**config.mk**
```make
export PLATFORM = sky130hd
export DESIGN_NAME = dvmc_measurement_control
export DESIGN_NICKNAME = d
export VERILOG_FILES = /design/src/core/dvmc_pkg.sv /design/src/core/dvmc_measurement_control.sv
export VERILOG_INCLUDE_DIRS = /design/src /design/src/core
export SDC_FILE = /design/constraint.sdc
export NUM_CORES = 2
export LEC_CHECK = 0
export BUFFER_PORTS_ARGS = -buffer_cell sky130_fd_sc_hd__buf_2
export CAP_MARGIN = 10
export CORE_MARGIN = 4
export CORE_UTILIZATION = 30
export CTS_BUF_LIST = sky130_fd_sc_hd__clkbuf_16
export DETAILED_ROUTE_END_ITERATION = 8
export GPL_ROUTABILITY_DRIVEN = 0
export GPL_TIMING_DRIVEN = 0
export SYNTH_ARGS = -nofsm -noshare
export SYNTH_HDL_FRONTEND = slang
export SYNTH_SLANG_ARGS = --single-unit
```
**constraint.sdc**
```tcl
create_clock -name ref_clk -period 112.3 [get_ports ref_clk]
set_input_delay 22.46 -clock ref_clk [delete_from_list [all_inputs] [get_ports ref_clk]]
set_output_delay 22.46 -clock ref_clk [all_outputs]
set_load 0.03 [all_outputs]
```
**src/core/dvmc_map.svh**
```systemverilog
// Offsets, power-on values, limits and timing of the voltmeter control.
// Assumes a 32-bit classic Wishbone bus with byte addresses.
`ifndef DVMC_MAP_SVH
`define DVMC_MAP_SVH
// --------
// Register byte offsets
// --------
`define DVMC_OFF_AUTOZERO   8'h00
`define DVMC_OFF_CURSRC     8'h04
`define DVMC_OFF_RESOL      8'h08
`define DVMC_OFF_FORMAT     8'h0C
`define DVMC_OFF_RDGCNT     8'h10
`define DVMC_OFF_RANGE      8'h14
`define DVMC_OFF_STORAGE    8'h18
`define DVMC_OFF_TRIGMODE   8'h1C
`define DVMC_OFF_WAIT       8'h20
`define DVMC_OFF_STATUS     8'h24
`define DVMC_OFF_RESULT     8'h28
`define DVMC_OFF_SWTRIG     8'h2C
`define DVMC_OFF_CLEAR      8'h30
`define DVMC_OFF_STORED     8'h34
`define DVMC_OFF_STORECNT   8'h38
// --------
// Power-on values and legal limits
// --------
`define DVMC_RST_AUTOZERO   1'h1
`define DVMC_RST_CURSRC     2'h0
`define DVMC_RST_RESOL      3'h5
`define DVMC_RST_FORMAT     2'h1
`define DVMC_RST_RDGCNT     10'h001
`define DVMC_RST_RANGE      3'h5
`define DVMC_RST_STORAGE    2'h0
`define DVMC_RST_TRIGMODE   3'h1
`define DVMC_RST_WAIT       20'h00000
`define DVMC_MAX_CURSRC     32'h3
`define DVMC_MIN_RESOL      32'h3
`define DVMC_MAX_RESOL      32'h5
`define DVMC_MIN_FORMAT     32'h1
`define DVMC_MAX_FORMAT     32'h3
`define DVMC_MIN_RDGCNT     32'h1
`define DVMC_MAX_RDGCNT     32'd999
`define DVMC_MIN_RANGE      32'h1
`define DVMC_MAX_RANGE      32'h5
`define DVMC_MAX_STORAGE    32'h2
`define DVMC_MIN_TRIGMODE   32'h1
`define DVMC_MAX_TRIGMODE   32'h4
`define DVMC_MAX_WAIT       32'd999999
// --------
// Timing figures
// --------
`define DVMC_DONE_PULSE_NS  500
`define DVMC_WAIT_TICK_US   100
`define DVMC_PLC100_R3      1
`define DVMC_PLC100_R4      10
`define DVMC_PLC100_R5      100
`define DVMC_RATE_AZON_R3   150
`define DVMC_RATE_AZON_R4   100
`define DVMC_RATE_AZON_R5   25
`define DVMC_RATE_AZOFF_R3  300
`define DVMC_RATE_AZOFF_R4  200
`define DVMC_RATE_AZOFF_R5  50
`define DVMC_LINE_HZ_60     60
`define DVMC_LINE_HZ_50     50
`endif

```
**src/core/dvmc_pkg.sv**
```systemverilog
// Types shared by the voltmeter measurement control block.
// Assumes the constant header is on the include path.
`default_nettype none
package dvmc_pkg;
    // Sequencer states of one measurement burst.
    typedef enum logic [2:0] {
        ST_IDLE, ST_ZERO_GO, ST_ZERO_WAIT, ST_IN_GO, ST_IN_WAIT, ST_GAP
    } dvmc_state_t;
    // Programmed configuration, one field per command.
    typedef struct packed {
        logic        autozero;
        logic [1:0]  curSrc;
        logic [2:0]  resol;
        logic [1:0]  format;
        logic [9:0]  rdgCnt;
        logic [2:0]  range;
        logic [1:0]  storage;
        logic [2:0]  trigMode;
        logic [19:0] waitTime;
    } dvmc_cfg_t;
endpackage
`default_nettype wire

```
**src/core/dvmc_measurement_control.sv**
```systemverilog
// Measurement control of an integrating voltmeter: command registers,
// trigger and reading sequencing, zero correction and reading storage.
// Assumes a classic Wishbone master and a converter on the same clock.
`include "dvmc_map.svh"
`default_nettype none
// How it works
// Power-up, panel reset, device clear restore defaults.
// Defaults: autozero, no current, 5.5 digits.
// Autozero: zero then input, report difference.
// No autozero: zero once per range change.
// Current source codes 0..3, off to 1 mA.
// Resolution 3/4/5 sets 0.01/0.1/1 PLC.
// Display 4/5/6 digits, 3.5 limits lead.
// Integration fixed by resolution, plus run-down.
// Reading rate capped per table, 50 Hz scaled.
// Readings per trigger from 1 to 999.
// Trigger mode selects one of four.
// Range fixed or automatic.
// Storage holds readings for later transfer.
// Programmable wait between successive readings.
// Output format picks one of three.
// Format codes 1 ASCII, 2 BCD, 3 time.
// Completion emits a 0.5 us pulse.
// Illegal parameters ignored, setting kept.
module dvmc_measurement_control #(
    parameter int CLK_HZ    = 10_000_000, // Clock rate in hertz.
    parameter int DATA_W    = 24,         // Converter result width.
    parameter int STORE_DEP = 100         // Stored readings.
) (
    input  wire logic                ref_clk,
    input  wire logic                rst,
    input  wire logic                wb_cyc_i,
    input  wire logic                wb_stb_i,
    input  wire logic                wb_we_i,
    input  wire logic [7:0]          wb_adr_i,
    input  wire logic [3:0]          wb_sel_i,
    input  wire logic [31:0]         wb_dat_i,
    output logic      [31:0]         wb_dat_o,
    output logic                     wb_ack_o,
    input  wire logic                panelReset,
    input  wire logic                busDeviceClear,
    input  wire logic                extTrigger,
    input  wire logic                lineIs50Hz,
    output logic                     convStart,
    output logic                     convZeroPhase,
    output logic      [23:0]         convIntegCycles,
    input  wire logic                convDone,
    input  wire logic [DATA_W-1:0]   convData,
    output dvmc_pkg::dvmc_cfg_t      cfgOut,
    output logic      [2:0]          digitCount,
    output logic                     leadDigitLimited,
    output logic                     measurement_done_output
);
    import dvmc_pkg::*;

    // --------
    // Derived timing
    // --------
    // Completion pulse, rounded down, never below one cycle.
    localparam int DONE_CYC_RAW = (CLK_HZ / 1_000_000) *
                                  `DVMC_DONE_PULSE_NS / 1000;
    localparam int DONE_CYC = (DONE_CYC_RAW < 1) ? 1 : DONE_CYC_RAW;
    // One wait step in cycles.
    localparam int WAIT_TICK_CYC = (CLK_HZ / 1_000_000) * `DVMC_WAIT_TICK_US;

    // Integration length in cycles from resolution and line rate.
    function automatic logic [23:0] integCyc(logic [2:0] res, logic is50);
        int plc;
        int hz;
        plc = (res == 3'h3) ? `DVMC_PLC100_R3 :
              (res == 3'h4) ? `DVMC_PLC100_R4 : `DVMC_PLC100_R5;
        hz  = is50 ? `DVMC_LINE_HZ_50 : `DVMC_LINE_HZ_60;
        return 24'((CLK_HZ / 100) * plc / hz);
    endfunction

    // Least reading period in cycles, rounded up; 50 Hz runs at 5/6.
    function automatic logic [23:0] periodCyc(logic [2:0] res, logic az,
                                              logic is50);
        int rate;
        int num;
        int den;
        if (az) begin
            rate = (res == 3'h3) ? `DVMC_RATE_AZON_R3 :
                   (res == 3'h4) ? `DVMC_RATE_AZON_R4 : `DVMC_RATE_AZON_R5;
        end else begin
            rate = (res == 3'h3) ? `DVMC_RATE_AZOFF_R3 :
                   (res == 3'h4) ? `DVMC_RATE_AZOFF_R4 : `DVMC_RATE_AZOFF_R5;
        end
        num = is50 ? CLK_HZ / 5 * 6 : CLK_HZ;
        den = rate;
        return 24'((num + den - 1) / den);
    endfunction

    // Check a command parameter against its legal limits.
    function automatic logic inRange(logic [31:0] v, logic [31:0] lo,
                                     logic [31:0] hi);
        return (v >= lo) && (v <= hi);
    endfunction

    // --------
    // Pin synchronisers
    // --------
    logic [3:0] pinMeta_reg;   // First stage, read only by second stage.
    logic [3:0] pinSync_reg;   // Second stage, safe for logic.
    logic       extPrev_reg;   // Previous synced trigger level.
    logic [3:0] pinMeta_next;
    logic [3:0] pinSync_next;
    logic       extPrev_next;

    // Two flip-flops on each asynchronous pin.
    always_comb begin
        pinMeta_next = {panelReset, busDeviceClear, extTrigger, lineIs50Hz};
        pinSync_next = pinMeta_reg;
        extPrev_next = pinSync_reg[1];
    end

    // Registers the synchronisers.
    always_ff @(posedge ref_clk) begin
        if (rst) begin
            pinMeta_reg <= 4'h0;
            pinSync_reg <= 4'h0;
            extPrev_reg <= 1'h0;
        end else begin
            pinMeta_reg <= pinMeta_next;
            pinSync_reg <= pinSync_next;
            extPrev_reg <= extPrev_next;
        end
    end

    logic is50;       // Line runs at 50 Hz.
    logic clearReq;   // Restore defaults this cycle.
    logic extEdge;    // Rising edge of the external trigger.
    logic swClear;    // Software clear write.
    assign is50     = pinSync_reg[0];
    assign extEdge  = pinSync_reg[1] & ~extPrev_reg;
    assign clearReq = pinSync_reg[3] | pinSync_reg[2] | swClear;

    // --------
    // Bus slave and configuration
    // --------
    dvmc_cfg_t         cfg_reg;      // Programmed settings.
    dvmc_cfg_t         cfg_next;
    logic              ack_reg;      // Bus answer.
    logic              ack_next;
    logic [31:0]       rdat_reg;     // Read data.
    logic [31:0]       rdat_next;
    logic              swTrig;       // Software trigger write.
    logic              storePop;     // Read of stored reading.
    logic              rangeChg;     // Range or autozero changed.
    logic              wrOk;         // Full-word write this cycle.
    logic              rdOk;         // Read taken this cycle.
    logic [DATA_W-1:0] result_reg;   // Last corrected reading.
    logic [6:0]        rdPtr_reg;    // Oldest stored reading.
    logic [6:0]        storeCnt_reg; // Readings held.
    logic [DATA_W-1:0] storeMem [STORE_DEP];
    dvmc_state_t       state_reg;
    logic              zeroValid_reg;

    assign wrOk = wb_cyc_i & wb_stb_i & ~ack_reg & wb_we_i & (wb_sel_i == 4'hF);
    assign rdOk = wb_cyc_i & wb_stb_i & ~ack_reg & ~wb_we_i;

    // Decodes writes and reads; illegal values leave settings alone.
    always_comb begin
        cfg_next  = cfg_reg;
        ack_next  = wb_cyc_i & wb_stb_i & ~ack_reg;
        rdat_next = rdat_reg;
        swTrig    = 1'b0;
        swClear   = 1'b0;
        storePop  = 1'b0;
        if (wrOk) begin
            unique case (wb_adr_i)
                `DVMC_OFF_AUTOZERO: if (wb_dat_i <= 32'h1) begin
                    cfg_next.autozero = wb_dat_i[0];
                end
                `DVMC_OFF_CURSRC: if (wb_dat_i <= `DVMC_MAX_CURSRC) begin
                    cfg_next.curSrc = wb_dat_i[1:0];
                end
                `DVMC_OFF_RESOL: if (inRange(wb_dat_i, `DVMC_MIN_RESOL,
                                             `DVMC_MAX_RESOL)) begin
                    cfg_next.resol = wb_dat_i[2:0];
                end
                `DVMC_OFF_FORMAT: if (inRange(wb_dat_i, `DVMC_MIN_FORMAT,
                                              `DVMC_MAX_FORMAT)) begin
                    cfg_next.format = wb_dat_i[1:0];
                end
                `DVMC_OFF_RDGCNT: if (inRange(wb_dat_i, `DVMC_MIN_RDGCNT,
                                              `DVMC_MAX_RDGCNT)) begin
                    cfg_next.rdgCnt = wb_dat_i[9:0];
                end
                `DVMC_OFF_RANGE: if (inRange(wb_dat_i, `DVMC_MIN_RANGE,
                                             `DVMC_MAX_RANGE)) begin
                    cfg_next.range = wb_dat_i[2:0];
                end
                `DVMC_OFF_STORAGE: if (wb_dat_i <= `DVMC_MAX_STORAGE) begin
                    cfg_next.storage = wb_dat_i[1:0];
                end
                `DVMC_OFF_TRIGMODE: if (inRange(wb_dat_i,
                        `DVMC_MIN_TRIGMODE, `DVMC_MAX_TRIGMODE)) begin
                    cfg_next.trigMode = wb_dat_i[2:0];
                end
                `DVMC_OFF_WAIT: if (wb_dat_i <= `DVMC_MAX_WAIT) begin
                    cfg_next.waitTime = wb_dat_i[19:0];
                end
                `DVMC_OFF_SWTRIG: swTrig = 1'b1;
                `DVMC_OFF_CLEAR:  swClear = 1'b1;
                default: ;
            endcase
        end
        if (rdOk) begin
            unique case (wb_adr_i)
                `DVMC_OFF_AUTOZERO: rdat_next = 32'(cfg_reg.autozero);
                `DVMC_OFF_CURSRC:   rdat_next = 32'(cfg_reg.curSrc);
                `DVMC_OFF_RESOL:    rdat_next = 32'(cfg_reg.resol);
                `DVMC_OFF_FORMAT:   rdat_next = 32'(cfg_reg.format);
                `DVMC_OFF_RDGCNT:   rdat_next = 32'(cfg_reg.rdgCnt);
                `DVMC_OFF_RANGE:    rdat_next = 32'(cfg_reg.range);
                `DVMC_OFF_STORAGE:  rdat_next = 32'(cfg_reg.storage);
                `DVMC_OFF_TRIGMODE: rdat_next = 32'(cfg_reg.trigMode);
                `DVMC_OFF_WAIT:     rdat_next = 32'(cfg_reg.waitTime);
                `DVMC_OFF_STATUS:   rdat_next = {27'h0, zeroValid_reg,
                                                 1'b0, state_reg};
                `DVMC_OFF_RESULT:   rdat_next = 32'(signed'(result_reg));
                `DVMC_OFF_STORECNT: rdat_next = 32'(storeCnt_reg);
                `DVMC_OFF_STORED: begin
                    rdat_next = 32'(signed'(storeMem[rdPtr_reg]));
                    storePop  = (storeCnt_reg != 7'h0);
                end
                default: rdat_next = 32'h0;
            endcase
        end
        if (clearReq) begin
            cfg_next = '{`DVMC_RST_AUTOZERO, `DVMC_RST_CURSRC,
                         `DVMC_RST_RESOL, `DVMC_RST_FORMAT,
                         `DVMC_RST_RDGCNT, `DVMC_RST_RANGE,
                         `DVMC_RST_STORAGE, `DVMC_RST_TRIGMODE,
                         `DVMC_RST_WAIT};
        end
    end

    assign rangeChg = (cfg_next.range != cfg_reg.range) |
                      (cfg_next.autozero != cfg_reg.autozero);

    // Registers configuration and bus answer; defaults at power-up.
    always_ff @(posedge ref_clk) begin
        if (rst) begin
            cfg_reg  <= '{`DVMC_RST_AUTOZERO, `DVMC_RST_CURSRC,
                          `DVMC_RST_RESOL, `DVMC_RST_FORMAT,
                          `DVMC_RST_RDGCNT, `DVMC_RST_RANGE,
                          `DVMC_RST_STORAGE, `DVMC_RST_TRIGMODE,
                          `DVMC_RST_WAIT};
            ack_reg  <= 1'h0;
            rdat_reg <= 32'h0;
        end else begin
            cfg_reg  <= cfg_next;
            ack_reg  <= ack_next;
            rdat_reg <= rdat_next;
        end
    end

    // --------
    // Measurement sequencer
    // --------
    dvmc_state_t       state_next;
    logic              zeroValid_next;  // Stored zero still good.
    logic [DATA_W-1:0] zero_reg;        // Zero measurement.
    logic [DATA_W-1:0] zero_next;
    logic [DATA_W-1:0] result_next;
    logic [9:0]        left_reg;        // Readings left in burst.
    logic [9:0]        left_next;
    logic [31:0]       waitCnt_reg;     // Wait between readings.
    logic [31:0]       waitCnt_next;
    logic [23:0]       rateCnt_reg;     // Least reading period.
    logic [23:0]       rateCnt_next;
    logic [7:0]        doneCnt_reg;     // Completion pulse length.
    logic [7:0]        doneCnt_next;
    logic              swPend_reg;      // Software trigger pending.
    logic              swPend_next;
    logic              trigHit;         // Trigger for a new burst.
    logic              storeWr;         // Push a reading.
    logic              startRdg;        // Begin one reading.

    // Computes the trigger, phases, timers and correction.
    always_comb begin
        state_next     = state_reg;
        zeroValid_next = zeroValid_reg & ~rangeChg;
        zero_next      = zero_reg;
        result_next    = result_reg;
        left_next      = left_reg;
        waitCnt_next   = (waitCnt_reg != 32'h0) ? waitCnt_reg - 32'h1 : 32'h0;
        rateCnt_next   = (rateCnt_reg != 24'h0) ? rateCnt_reg - 24'h1 : 24'h0;
        doneCnt_next   = (doneCnt_reg != 8'h0) ? doneCnt_reg - 8'h1 : 8'h0;
        swPend_next    = swPend_reg | swTrig;
        storeWr        = 1'b0;
        startRdg       = 1'b0;
        unique case (cfg_reg.trigMode)
            3'h1:    trigHit = 1'b1;
            3'h2:    trigHit = extEdge;
            3'h3:    trigHit = swPend_reg;
            default: trigHit = 1'b0;
        endcase
        unique case (state_reg)
            ST_IDLE: if (trigHit) begin
                swPend_next = swTrig;
                left_next   = cfg_reg.rdgCnt;
                startRdg    = 1'b1;
            end
            ST_ZERO_GO: state_next = ST_ZERO_WAIT;
            ST_ZERO_WAIT: if (convDone) begin
                zero_next      = convData;
                zeroValid_next = ~cfg_reg.autozero & ~rangeChg;
                state_next     = ST_IN_GO;
            end
            ST_IN_GO: state_next = ST_IN_WAIT;
            ST_IN_WAIT: if (convDone) begin
                result_next  = DATA_W'(convData - zero_reg);
                storeWr      = (cfg_reg.storage != 2'h0);
                doneCnt_next = 8'(DONE_CYC);
                left_next    = left_reg - 10'h1;
                waitCnt_next = 32'(cfg_reg.waitTime) * WAIT_TICK_CYC;
                state_next   = ST_GAP;
            end
            ST_GAP: if (waitCnt_reg == 32'h0 && rateCnt_reg == 24'h0) begin
                if (left_reg != 10'h0) begin
                    startRdg = 1'b1;
                end else begin
                    state_next = ST_IDLE;
                end
            end
        endcase
        if (startRdg) begin
            rateCnt_next = periodCyc(cfg_reg.resol, cfg_reg.autozero, is50);
            state_next   = (cfg_reg.autozero | ~zeroValid_next) ?
                           ST_ZERO_GO : ST_IN_GO;
        end
        if (clearReq) begin
            state_next     = ST_IDLE;
            zeroValid_next = 1'b0;
            swPend_next    = 1'b0;
        end
    end

    // Registers the sequencer and the reading store.
    always_ff @(posedge ref_clk) begin
        if (rst) begin
            state_reg     <= ST_IDLE;
            zeroValid_reg <= 1'h0;
            zero_reg      <= '0;
            result_reg    <= '0;
            left_reg      <= 10'h0;
            waitCnt_reg   <= 32'h0;
            rateCnt_reg   <= 24'h0;
            doneCnt_reg   <= 8'h0;
            swPend_reg    <= 1'h0;
            rdPtr_reg     <= 7'h0;
            storeCnt_reg  <= 7'h0;
        end else begin
            state_reg     <= state_next;
            zeroValid_reg <= zeroValid_next;
            zero_reg      <= zero_next;
            result_reg    <= result_next;
            left_reg      <= left_next;
            waitCnt_reg   <= waitCnt_next;
            rateCnt_reg   <= rateCnt_next;
            doneCnt_reg   <= doneCnt_next;
            swPend_reg    <= swPend_next;
            // Full store drops new readings; a pop frees one slot.
            if (clearReq) begin
                rdPtr_reg    <= 7'h0;
                storeCnt_reg <= 7'h0;
            end else begin
                if (storePop) begin
                    rdPtr_reg <= (rdPtr_reg == 7'(STORE_DEP - 1)) ?
                                 7'h0 : rdPtr_reg + 7'h1;
                end
                storeCnt_reg <= storeCnt_reg
                    + 7'(storeWr && storeCnt_reg != 7'(STORE_DEP))
                    - 7'(storePop);
            end
        end
    end

    // Memory write; the slot follows the newest reading.
    always_ff @(posedge ref_clk) begin
        if (storeWr && storeCnt_reg != 7'(STORE_DEP)) begin
            storeMem[7'((32'(rdPtr_reg) + 32'(storeCnt_reg))
                        % STORE_DEP)] <= result_next;
        end
    end

    // --------
    // Outputs
    // --------
    assign wb_ack_o = ack_reg;
    assign wb_dat_o = rdat_reg;
    assign cfgOut = cfg_reg;
    assign convStart = (state_reg == ST_ZERO_GO) |
        (state_reg == ST_IN_GO);
    assign convZeroPhase = (state_reg == ST_ZERO_GO) |
        (state_reg == ST_ZERO_WAIT);
    assign convIntegCycles = integCyc(cfg_reg.resol, is50);
    assign digitCount = cfg_reg.resol + 3'h1;
    assign leadDigitLimited = (cfg_reg.resol == 3'h3);
    assign measurement_done_output = (doneCnt_reg != 8'h0);
endmodule
`default_nettype wire

```
==> qor.yml <==
synth:
  syn_avg_cell_area_um2: 14.4
  yosysSeqAreaShare_pct: 57.9
  synthArstFlopShare_pct: 0
  synth_cell_types: 144
  synth_edf_count: 2400
  synth_area_mm2: 0.132
  synth_cells: 9209
  synth_top_cell_by_area: "edfxtp_1"
  synth_seq_cells: 2628
  synth_top_area_share_pct: 54.5
  synth-main-ff-cell: "edfxtp_1"
  yosysWarnings: 0
  synth_area_leaders: "edfxtp_1 (54%), mux4_2 (13%), ha_1 (3.8%)"
detailed_routing:
  vias_per_cell: 5.43
  wl_per_cell_um: 25.2
  drtIter0Drc: 10053
  dr.pass1.iters: 6
  drtAntennaViolNets: 0
  finalWirelength_um: 402000
  drc: 0
  vias: 86731
critical_path:
  path_common_cell: "o21a_1"
  arrival_ns: 95.37
  cp.required_ns: 112.91
  start_kind: "flop"
  r2r-start: "cfgOut[41]"
  timing.reg2reg.setup_slack_ns: 17.54
  slowest_stage: "nand2_2"
  r2r_end: "rateCnt_reg[0]"
  cpPeakStageDelay_ns: 1.00
  reg2reg_depth: 399
  critPathCaptureType: "flop"
  cp_max_fo: 29
  path_class: "reg2reg"
run:
  drv_cap: 1
timing:
  drv_slew: 0
  setup_tns_ns: 0
  period_share_pct: 84.4
  max_slew_margin_pct: 1.86
  fin_crit_ns: 94.76
  setup_viol_count_final: 0
  fin_skew_ns: 0.0802
  final.setup.worst_slack_ns: 17.54
  tightest_slew_ns: 1.47
  rsz0062_at_grt: "false"
  final_hold_viol_count: 0
  clock.fmax_mhz: 10.6
clocking:
  cts_buffers: 273
  htree_levels: 5
  clock_sinks: 2628
  clkTransAtPathRegs_ns: 0.06
  clk_path_buf_depth: 4
  root_buffer: "clkbuf_16"
  cts_setup_buffers: 0
  cts_hold_buf: 0
  cts_tree: "done"
  clk_latency_ns: 0.87
  cts_resized: 0
die:
  die_w_um: 672
  initial_core_util_pct: 30.2
  dieHeight_um: 672
  pin_count: 188
  die-area_mm2: 0.452
  core_mm2: 0.439
  rows: 243
layout:
  drive_above_1_share_pct: 19.5
  largest_reg_flops: 2400
  layout_common_cells: "edfxtp_1 (2,400), mux4_2 (763), nor2_1 (594), nand2_1 (528), a21oi_1 (410)"
  areaGrowthSynthToFinish_pct: 16.6
  nets: 10444
  final_common_cell: "edfxtp_1"
  fin_area_mm2: 0.154
worst_hold_path:
  min_path_type: "reg2reg"
  min_from: "pinMeta_reg[3]"
  whs_path_depth: 1
  holdPathEnd: "pinSync_reg[3]"
grt:
  antenna_found_initial: 23
  grt_usage_pct: 17.2
  grt_pass1_wl_um: 583000
  grt_max_degree: 69
  grt_pass1_vias: 83232
  grt_overflow_total: 0
placed_design:
  place_area_mm2: 0.146
  port_buffers: 179
  dp_hpwl_um: 289000
  place_ws_ns: 17.84
run_status:
  status: "finished with violations"
  failed_checks: "capacitance limit"
[worst max path at each step]
stage,startpoint,end,slack [ns],cells past startpoint
floorplan,cfgOut[42],rateCnt_reg[0],33.51,401
global placement,cfgOut[40],rateCnt_reg[0],16.79,400
detailed placement,cfgOut[41],rateCnt_reg[0],17.84,398
CTS,cfgOut[40],rateCnt_reg[0],17.48,398
global route,cfgOut[41],rateCnt_reg[0],8.77,399
finish,cfgOut[41],rateCnt_reg[0],17.54,399
[per-stage QoR]
stage / utilization (%) / std cells / hold slack (ns)
after floorplan: - / 9229 / 0.413
after global placement: 32.1 / 15288 / 0.419
after detailed placement: 33.2 / 15474 / 0.432
after CTS: 35.1 / 15946 / 0.445
after global routing: 35.2 / 15964 / 0.461
final: 35.2 / 15967 / 0.442
[per-layer routing]
metal  wire length, um  up-vias  global-route usage (%)
met5                12        -                       0
met2            188000     3923                    27.8
met3             34300      648                    3.06
li1                  -    37940                       -
met4             14000        2                    5.35
met1            166000    44218                    23.5
[critical path: cells and delay by family (launching register included)]
family	cells	cell delay [ns]
AOI/OAI and AO/OA	202	45.21
and+or+nand+nor	110	23.94
buffers and inverters	49	12.57
adders and majority gates	30	9.80
muxes	8	2.39
DFF	1	0.49
[logic make-up after synthesis]
family                     share of synthesized area (%)
AOI/OAI and AO/OA                                   9.06
xor gates and xnor gates                            2.59
adders and majority gates                           4.97
buffers and inverters                               1.80
DFF                                                 57.9
muxes                                               14.7
other                                            0.00567
and+or+nand+nor                                     8.92
[Yosys cell counts, types with 80 or more instances]
cell and n:
o31ai_1 90, a21oi_1 411, nor2_1 694, a21o_1 123, mux2i_1 145, clkbuf_1 264, mux4_2 763, dfxtp_1 228
xnor2_1 261, ha_1 406, nor2b_1 80, o21ai_0 289, inv_1 200, xor2_1 127, buf_1 90, nor3_1 296
nand3_1 132, edfxtp_1 2400, o21a_1 175, nand2_1 531
[layout make-up]
class,instances,area [um^2]
fill,41590,284000
sequential,2628,76600
multi-input combinational,5993,54400
tap,5880,7360
clock buffer,282,7060
timing repair buffer,382,5010
buffer,399,1620
clock inverter,190,1360
inverter,209,785
antenna,4,10.0
Power is left out: the tool's default activity adds up to more than one toggle a clock period on the data nets, which glitch-free logic cannot reach.
